## src/shared/fhp_pkg.sv

```systemverilog
package fhp_pkg;
  localparam int ADDR_W = 17;
  localparam int DATA_W = 16;
  localparam int CLK_MHZ = 25;
  // Bus phase times in ns
  localparam int T_SETUP_NS = 80;
  localparam int T_STROBE_NS = 120;
  localparam int T_HOLD_NS = 40;
  localparam int T_RESET_NS = 200;
  localparam int SETUP_CYC = (T_SETUP_NS * CLK_MHZ + 999) / 1000;
  localparam int STROBE_CYC = (T_STROBE_NS * CLK_MHZ + 999) / 1000;
  localparam int HOLD_CYC = (T_HOLD_NS * CLK_MHZ + 999) / 1000;
  localparam int RESET_CYC = (T_RESET_NS * CLK_MHZ + 999) / 1000;
  localparam int CNT_W = 8;
  localparam int MAX_HIGH_V_CYCLES = 100;
  localparam int HV_CNT_W = 7;
  localparam logic [1:0] RP_LOW = 2'h0;
  localparam logic [1:0] RP_HIGH = 2'h1;
  localparam logic [1:0] RP_UNLOCK = 2'h2;
  localparam logic [7:0] CMD_ERASE_SETUP = 8'h20;
  localparam logic [7:0] CMD_CONFIRM = 8'hd0;
  localparam logic [7:0] CMD_WRITE_SETUP = 8'h40;
  localparam logic [7:0] CMD_READ_ARRAY = 8'hff;
  typedef enum logic [2:0] {
    FHP_IDLE = 3'b000,
    FHP_SETUP = 3'b001,
    FHP_STROBE = 3'b010,
    FHP_HOLD = 3'b011,
    FHP_RESET = 3'b100
  } fhp_state_t;
endpackage

```

## src/fhp_timer.sv

```systemverilog
`timescale 1ns/1ps
module fhp_timer
  import fhp_pkg::*;
(
  input wire logic clk,
  input wire logic rst_n,
  input wire logic load,
  input wire logic [CNT_W-1:0] value,
  output logic done
);
  logic [CNT_W-1:0] count;
  logic [CNT_W-1:0] next_count;
  logic next_done;

  always_comb
  begin
    next_count = count;
    next_done = 1'b0;
    if (load)
    begin
      next_count = value;
    end
    else if (count != '0)
    begin
      next_count = count - 1'b1;
      next_done = (count == 8'h01);
    end
  end

  always_ff @(posedge clk)
  begin
    if (!rst_n)
    begin
      count <= '0;
      done <= 1'b0;
    end
    else
    begin
      count <= next_count;
      done <= next_done;
    end
  end
endmodule

```

## src/fhp_host.sv

```systemverilog
`timescale 1ns/1ps
// Behaviour
// - Reset held low during a requested reset, at the unlock level during unlocked confirm writes, normal high otherwise
// - Low byte carries data and commands
// - Program supply valid confirm to done
// - High supply limited to 100 cycles
module fhp_host
  import fhp_pkg::*;
(
  input wire logic clk,
  input wire logic rst_n,
  input wire logic req_valid,
  input wire logic req_write,
  input wire logic req_byte,
  input wire logic req_boot_unlock,
  input wire logic req_confirm,
  input wire logic req_high_supply,
  input wire logic [fhp_pkg::ADDR_W-1:0] req_addr,
  input wire logic [fhp_pkg::DATA_W-1:0] req_wdata,
  input wire logic req_reset,
  input wire logic op_done,
  output logic req_ready,
  output logic rsp_valid,
  output logic [fhp_pkg::DATA_W-1:0] rsp_rdata,
  output logic [1:0] reset_powerdown_level,
  output logic chip_select_n,
  output logic output_enable_n,
  output logic write_strobe_n,
  output logic write_guard,
  output logic width_word,
  output logic program_supply_on,
  output logic program_supply_high,
  output logic [fhp_pkg::ADDR_W-1:0] address_lines,
  input wire logic [fhp_pkg::DATA_W-1:0] data_in,
  output logic [fhp_pkg::DATA_W-1:0] data_out,
  output logic [fhp_pkg::DATA_W-1:0] data_oe
);
  import fhp_pkg::*;

  fhp_state_t state, next_state;
  logic is_write, next_is_write;
  logic is_byte, next_is_byte;
  logic next_req_ready, next_rsp_valid;
  logic [DATA_W-1:0] next_rsp_rdata, next_data_out, next_data_oe;
  logic [1:0] next_rp;
  logic next_cs_n, next_oe_n, next_we_n, next_wg, next_ww, next_vpp, next_vpph;
  logic [ADDR_W-1:0] next_addr;
  logic [HV_CNT_W-1:0] hv_uses, next_hv_uses;
  logic t_load, t_done;
  logic [CNT_W-1:0] t_value;

  fhp_timer u_timer (
    .clk(clk),
    .rst_n(rst_n),
    .load(t_load),
    .value(t_value),
    .done(t_done)
  );

  function automatic logic [DATA_W-1:0] lane_enable(input logic byte_mode);
    lane_enable = byte_mode ? 16'h00ff : 16'hffff;
  endfunction

  always_comb
  begin
    next_state = state;
    next_is_write = is_write;
    next_is_byte = is_byte;
    next_req_ready = req_ready;
    next_rsp_valid = 1'b0;
    next_rsp_rdata = rsp_rdata;
    next_rp = reset_powerdown_level;
    next_cs_n = chip_select_n;
    next_oe_n = output_enable_n;
    next_we_n = write_strobe_n;
    next_wg = write_guard;
    next_ww = width_word;
    next_vpp = program_supply_on;
    next_vpph = program_supply_high;
    next_addr = address_lines;
    next_data_out = data_out;
    next_data_oe = data_oe;
    next_hv_uses = hv_uses;
    t_load = 1'b0;
    t_value = '0;
    if (program_supply_on && op_done)
    begin
      next_vpp = 1'b0;
      next_vpph = 1'b0;
    end
    case (state)
      FHP_IDLE:
      begin
        if (req_reset)
        begin
          next_rp = RP_LOW;
          next_cs_n = 1'b1;
          next_oe_n = 1'b1;
          next_data_oe = '0;
          next_req_ready = 1'b0;
          t_load = 1'b1;
          t_value = CNT_W'(RESET_CYC);
          next_state = FHP_RESET;
        end
        else if (req_valid)
        begin
          next_req_ready = 1'b0;
          next_is_write = req_write;
          next_is_byte = req_byte;
          next_ww = !req_byte;
          next_addr = req_addr;
          next_wg = req_write && req_boot_unlock;
          next_rp = (req_write && req_boot_unlock && req_confirm) ? RP_UNLOCK : RP_HIGH;
          if (req_write && req_confirm)
          begin
            next_vpp = 1'b1;
            next_vpph = req_high_supply && (hv_uses < HV_CNT_W'(MAX_HIGH_V_CYCLES));
            if (next_vpph)
            begin
              next_hv_uses = hv_uses + 1'b1;
            end
          end
          next_cs_n = 1'b0;
          if (req_write)
          begin
            next_data_out = req_wdata;
            next_data_oe = lane_enable(req_byte);
          end
          else
          begin
            next_data_oe = '0;
          end
          if (req_byte)
          begin
            next_data_out[DATA_W-1] = req_addr[0];
            next_data_oe[DATA_W-1] = 1'b1;
            next_addr = {1'b0, req_addr[ADDR_W-1:1]};
          end
          t_load = 1'b1;
          t_value = CNT_W'(SETUP_CYC);
          next_state = FHP_SETUP;
        end
      end
      FHP_SETUP:
      begin
        if (t_done)
        begin
          if (is_write)
          begin
            next_we_n = 1'b0;
          end
          else
          begin
            next_oe_n = 1'b0;
          end
          t_load = 1'b1;
          t_value = CNT_W'(STROBE_CYC);
          next_state = FHP_STROBE;
        end
      end
      FHP_STROBE:
      begin
        if (t_done)
        begin
          if (!is_write)
          begin
            next_rsp_rdata = is_byte ? {8'h00, data_in[7:0]} : data_in;
            next_rsp_valid = 1'b1;
          end
          next_we_n = 1'b1;
          next_oe_n = 1'b1;
          t_load = 1'b1;
          t_value = CNT_W'(HOLD_CYC);
          next_state = FHP_HOLD;
        end
      end
      FHP_HOLD:
      begin
        if (t_done)
        begin
          next_cs_n = 1'b1;
          next_data_oe = '0;
          next_wg = 1'b0;
          next_rp = RP_HIGH;
          next_req_ready = 1'b1;
          next_state = FHP_IDLE;
        end
      end
      FHP_RESET:
      begin
        if (t_done)
        begin
          next_rp = RP_HIGH;
          next_req_ready = 1'b1;
          next_state = FHP_IDLE;
        end
      end
      default:
      begin
        next_state = FHP_IDLE;
      end
    endcase
  end

  always_ff @(posedge clk)
  begin
    if (!rst_n)
    begin
      state <= FHP_IDLE;
      is_write <= 1'b0;
      is_byte <= 1'b0;
      req_ready <= 1'b1;
      rsp_valid <= 1'b0;
      rsp_rdata <= '0;
      reset_powerdown_level <= RP_HIGH;
      chip_select_n <= 1'b1;
      output_enable_n <= 1'b1;
      write_strobe_n <= 1'b1;
      write_guard <= 1'b0;
      width_word <= 1'b1;
      program_supply_on <= 1'b0;
      program_supply_high <= 1'b0;
      address_lines <= '0;
      data_out <= '0;
      data_oe <= '0;
      hv_uses <= '0;
    end
    else
    begin
      state <= next_state;
      is_write <= next_is_write;
      is_byte <= next_is_byte;
      req_ready <= next_req_ready;
      rsp_valid <= next_rsp_valid;
      rsp_rdata <= next_rsp_rdata;
      reset_powerdown_level <= next_rp;
      chip_select_n <= next_cs_n;
      output_enable_n <= next_oe_n;
      write_strobe_n <= next_we_n;
      write_guard <= next_wg;
      width_word <= next_ww;
      program_supply_on <= next_vpp;
      program_supply_high <= next_vpph;
      address_lines <= next_addr;
      data_out <= next_data_out;
      data_oe <= next_data_oe;
      hv_uses <= next_hv_uses;
    end
  end
endmodule

```

## config.mk

```make
export PLATFORM = sky130hd
export DESIGN_NAME = fhp_host
export DESIGN_NICKNAME = d
export VERILOG_FILES = /design/src/shared/fhp_pkg.sv /design/src/fhp_timer.sv /design/src/fhp_host.sv
export SDC_FILE = /design/constraint.sdc
export NUM_CORES = 1
export LEC_CHECK = 0
export ABC_AREA = 1
export BUFFER_PORTS_ARGS = -buffer_cell sky130_fd_sc_hd__buf_2
export CORE_UTILIZATION = 35
export CTS_CLUSTER_DIAMETER = 40
export DETAILED_ROUTE_END_ITERATION = 10
export HOLD_SLACK_MARGIN = 0.06
export PLACE_DENSITY_LB_ADDON = 0.05
export SYNTH_ARGS = -nofsm -noshare
export SYNTH_HDL_FRONTEND = slang
export SYNTH_HIERARCHICAL = 1
export SYNTH_SLANG_ARGS = --single-unit
```

## constraint.sdc

```tcl
create_clock -name clk -period 3.85 [get_ports clk]
set_input_delay 0.1925 -clock clk [delete_from_list [all_inputs] [get_ports clk]]
set_output_delay 0.1925 -clock clk [all_outputs]
set_load 0.01 [all_outputs]
```

**Word-level counts from Yosys, hierarchy flattened**

Cells that the tools add are included.

- Memory bits (writable): 0
- Bits in latches: 0
- Memories: 0
- Bits of input ports: 59
- Bits in read-only memories: 0
- Bits in registers: 97

- Bitwise gates (word level): 4
- Divide/modulo/power cells: 0
- Shifts and indexed selects: 0
- Eq/ne operators: 15
- $add $sub $neg: 2
- Order comparisons: 1
- Multiply operators: 0
- Mux-type cells: 61
- Reduce and logical (&&, ||, !) cells: 29

Operators by type and width:

| cell | number |
|---|---|
| 16-bit two-way mux | 7 |
| 16-bit case mux with 2 select lines | 1 |
| 1-bit two-way mux | 29 |
| 4-bit AND reduction | 5 |
| 3-bit two-way mux | 6 |
| 17-bit two-way mux | 1 |
| 8-bit two-way mux | 2 |
| 3-bit AND reduction | 5 |
| 2-bit two-way mux | 6 |
| 3-bit case mux with 4 select lines | 1 |
| 2-bit inequality test, second input constant | 5 |
| 1-bit case mux with 2 select lines | 5 |
| 5-bit AND reduction | 2 |
| 2-bit nonzero test | 5 |
| 3-bit case mux with 3 select lines | 1 |
| 8-bit by 1-bit == test with 1-bit output, second input constant | 1 |
| 2-bit by 1-bit inequality test with 1-bit output, second input constant | 4 |
| 8-bit nonzero test | 1 |
| 8-bit by 1-bit subtractor with 8-bit output, second input constant | 1 |
| 7-bit by 1-bit adder with 7-bit output, second input constant | 1 |
| 7-bit less-than comparator, second input constant | 1 |
| 3-bit by 2-bit == test with 1-bit output, second input constant | 2 |
| 1-bit logical AND | 5 |
| 1-bit NOT | 4 |
| 10 further kinds | 11 |

**Logic depth before layout (Yosys ltp)**

- Depth after elaboration: 6
- Gate-level depth with buffers: 10
- Depth with buffers taken out: 10

**Cells and area by module**

The synthesis kept the hierarchy.

Modules (own cells, without submodules):

| module | area each (sq um) | sequential area each (sq um) | cells each | instances |
|---|---|---|---|---|
| fhp_host | 3382.0 | 1501.4 | 465 | 1 |
| fhp_timer | 526.8 | 180.2 | 77 | 1 |

**Worst setup path after synthesis**

Ideal clock, no wire load.

- Path type: reg-to-reg
- Start: reg state[2]
- End: reg u_timer.count[1]
- Period minus slack after synthesis: 1629 ps
- Cell stages (with the launch flop): 10
- Path buffers: 1
- Data arrival time: 1511 ps
- Library setup time: 118 ps
- Path slack: 2221 ps
- Required time: 3732 ps
- Cells stage by stage: dfxtp_1 -> nor2_8 -> nand2_4 -> inv_1 -> o21ai_0 -> nand2_1 -> clkbuf_1 -> nor2_1 -> a21oi_1 -> a21oi_1

- Longest elaborated chain between the ends: 4
- Elaborated cells on any way between the ends: 8
- Those cells by class: eq/ne (2); mux (3); reduce/logical (3)

RTL lines:

| what | RTL line | text |
|---|---|---|
| start: declaration | fhp_host.sv:40 | `fhp_state_t state, next_state;` |
| start signal: assignment | fhp_host.sv:230 | `state <= next_state;` |
| 3-bit by 2-bit == test with 1-bit output / 3-bit by 1-bit == test with 1-bit output (equally long branches) | fhp_host.sv:91 | `case (state)` |
| 2-bit OR reduction (no source line) | -- |  |
| 1-bit case mux with 2 select lines (*) | fhp_host.sv:91 |  |
| via t_load | fhp_host.sv:49 | `logic t_load, t_done;` |
| 8-bit two-way mux / 2-bit nonzero test (equally long branches) | -- |  |
| end signal: assignment | fhp_timer.sv:39 | `count <= next_count;` |
| end: declaration | fhp_timer.sv:11 | `logic [CNT_W-1:0] count;` |

The timed path passes the listed nets; every way through them passes the cells marked *.
A chain may end at the register's enable or synchronous reset.

**Worst setup path in the final report**

- Start: reg state[1]
- End: reg u_timer.count[1]

Same word-level chain as after synthesis.

==> impl_metrics.env <==
export IMPL_routabilityCongestion=0.816
export IMPL_tightestPinTransition_ns=0.592
export IMPL_area_growth_pct=23.7
export IMPL_slew_headroom=0.601
export IMPL_power_density_mw_per_mm2=487
export IMPL_critPathMaxFanout=11
export IMPL_die_x_um=108
export IMPL_h_tree_depth=3
export IMPL_yosys_register_bits=84
export IMPL_ant_nets=0
export IMPL_grt_antenna_before_repair=0
export IMPL_synthCells=542
export IMPL_cts_tree="yes"
export IMPL_starting_density=0.361
export IMPL_port_buffer_count=134
export IMPL_yosys_warnings=6
export IMPL_timing_critical_path_slowest_cell_delay_ns=0.46
export IMPL_drcViolationCount=0
export IMPL_count_of_clock_tree_sinks=84
export IMPL_worstSkewPairLatency_ns=0.34
export IMPL_final_layout_size_suffix_gt1_frac=0.256
export IMPL_vias_per_cell=4.63
export IMPL_drt_first_iter_violations=258
export IMPL_path_class="flop to flop"
export IMPL_timing_final_crit_share=0.535
export IMPL_standard_cell_with_the_maximum_stage_delay_on_the_critical_path="sky130_fd_sc_hd__dfxtp_1"
export IMPL_synth_async_reset_ratio=0
export IMPL_drtPass1Iterations=4
export IMPL_final_min_clock_period_ns=2.06
export IMPL_post_drt_wl_per_cell_um=11.9
export IMPL_final_core_occ=0.446
export IMPL_drv_cap=0
export IMPL_grt_setup_unrepaired="false"
export IMPL_mostFrequentLayoutCells="sky130_fd_sc_hd__nand2_1 (136), sky130_fd_sc_hd__buf_2 (134), sky130_fd_sc_hd__dfxtp_1 (84)"
export IMPL_sink_of_the_worst_hold_path="data_out[5]"
export IMPL_post_cts_setup_buffer_count=0
export IMPL_hold_path_origin="req_wdata[5]"
export IMPL_core_area_sq_mm=0.0108
export IMPL_p_leak_nw=2.36
export IMPL_setup_worst_path_start_class="flop"
export IMPL_clock_root_buffer_master="sky130_fd_sc_hd__clkbuf_8"
export IMPL_cp_data_arrival_time_ns=2.30
export IMPL_worst_r2r_endpoint="u_timer/count[1]"
export IMPL_dp_final_hpwl_um=6950
export IMPL_n_fill_cell=1138
export IMPL_critical_path_most_common_cell="sky130_fd_sc_hd__inv_1"
export IMPL_worstPathCellList="inv_1 -> nand2_4 -> inv_1 -> o21ai_0 -> nand2_1 -> inv_1 -> nand2_2 -> o21ai_1 -> a21oi_1"
export IMPL_grt_start_max_net_pins=41
export IMPL_setup_tns_ns=0
export IMPL_floorplan_die_area_sq_mm=0.0116
export IMPL_netlist_cell_types=32
export IMPL_worst_setup_hold_path_clk_slew_ns=0.09
export IMPL_fin_nets=730
export IMPL_post_synth_instance_area_sq_mm=0.00391
export IMPL_post_layout_nonfiller_instances=812
export IMPL_place_detailed_instances=791
export IMPL_most_frequent_standard_cell_in_the_layout_excluding_fill_and_tap_cells="sky130_fd_sc_hd__nand2_1"
export IMPL_wirelength_um=9660
export IMPL_aggregate_global_routing_overflow=0
export IMPL_peak_supply_drop_uv=216
export IMPL_detailedPlace_worstSlack_ns=1.80
export IMPL_die_y_um=108
export IMPL_holdBufCountCts=5
export IMPL_fmaxAchievable_mhz=485
export IMPL_ctsResizeCount=0
export IMPL_global_route_wire_length_before_repair_um=16000
export IMPL_hold_viol_final=0
export IMPL_final_max_slew_viol_count=0
export IMPL_synth_edf_count=0
export IMPL_timing_clock_skew_ns=0.00880
export IMPL_antenna_cells=0
export IMPL_rows=38
export IMPL_route_vias_total=3762
export IMPL_critical_path_endpoint_type="flop"
export IMPL_reg2regPathDepth=9
export IMPL_synth_area_per_cell_sq_um=7.21
export IMPL_timing_critical_path_required_ns=4.09
export IMPL_sequential_share_of_the_synthesized_area=0.430
export IMPL_synth_main_ff_cell="sky130_fd_sc_hd__dfxtp_1"
export IMPL_min_path_type="input pin to flop"
export IMPL_first_global_vias=3519
export IMPL_r2r_start="state[1]"
export IMPL_result_of_the_run="complete, no violations"
export IMPL_clockBufferDepth=2
export IMPL_hold_path_depth=3
export IMPL_postLayoutSetupSlackWorst_ns=1.79
export IMPL_setup_slack_reg_to_reg_ns=1.79
export IMPL_numCtsBuffers=9
export IMPL_gr_usage_all_layers=0.173
export IMPL_num_io_pins=135
export IMPL_timing_hold_ws_ns=0.0680
export IMPL_final_setup_viol_count=0
-- per-stage QoR --
step                      power, mW  area (sq um)
after detailed placement       1.72          4580
after global routing           2.53          4840
after floorplan                1.54          3920
final                          2.36          4840
after CTS                      2.38          4840
after global placement         1.72          4580
-- final cells by class --
type                            count  area (sq um)  share of cell area
Clock buffer                       11           141              0.0292
Clock inverter                      5          61.3              0.0127
Inverter                           48           183              0.0378
Multi-Input combinational cell    383          1860               0.384
Sequential cell                    84          1680               0.348
Tap cell                          140           175              0.0362
Timing Repair Buffer              141           736               0.152
-- state kept, by name (all words and copies together), names as in the netlist, 2 cells and up --
signal / cells
address_lines: 17
data_oe: 3
state: 3
data_out: 16
hv_uses: 7
rsp_rdata: 16
u_timer/count: 8
reset_powerdown_level: 2
-- cells by family (layout without fill, tap and decap cells) --
logic type	count (synthesis)	in the layout	share of synthesized area
buffers and inverters	79	205	0.0983
XOR/XNOR	5	5	0.0112
flip-flops	84	84	0.430
AO/OA/AOI/OAI	100	100	0.134
AND/OR/NAND/NOR	269	269	0.312
other	1	5	0.000959
adder cells (fa/ha/maj)	4	4	0.0128
-- per-layer routing --
layer,wire (um),track usage,up-vias
li1,-,-,1978
met1,4530,0.232,1670
met2,4210,0.266,110
met3,865,0.0557,4
met4,51,0.0450,0
met5,0,0,-
-- how the worst max path moves through the flow --
stage,start,end,slack (ns),cells after the start
2_1_floorplan,state[2],u_timer/count[1],2.22,9
3_3_place_gp,state[1],u_timer/count[0],1.89,9
3_5_place_dp,state[1],u_timer/count[1],1.80,9
4_1_cts,state[1],u_timer/count[1],1.78,9
5_1_grt,state[1],u_timer/count[0],1.55,10
6_report,state[1],u_timer/count[1],1.79,9
-- power by group --
| group | internal, mW | total, mW | switching, mW |
|---|---|---|---|
| Sequential | 0.959 | 1.04 | 0.0768 |
| Clock | 0.321 | 0.652 | 0.331 |
| Combinational | 0.243 | 0.669 | 0.426 |
-- cell usage after synthesis, drive strengths merged, types with 2 or more instances --
library cell | count | share of area
nand3 | 39 | 0.053
inv | 47 | 0.046
nand2 | 142 | 0.14
o21ai | 37 | 0.047
buf | 21 | 0.042
o211ai | 2 | 0.0038
dfxtp | 84 | 0.43
xor2 | 5 | 0.011
nor2 | 77 | 0.099
nand4 | 8 | 0.013
clkbuf | 10 | 0.0096
ha | 4 | 0.013
a21oi | 58 | 0.077
-- worst max-delay path, delay by kind of cell, from the launching register on --
family | cells | cell delay, ns
flip-flops | 1 | 0.46
AO/OA/AOI/OAI | 3 | 0.40
AND/OR/NAND/NOR | 3 | 0.64
buffers and inverters | 3 | 0.45
Note: power is estimated with default switching activity, not from simulation.
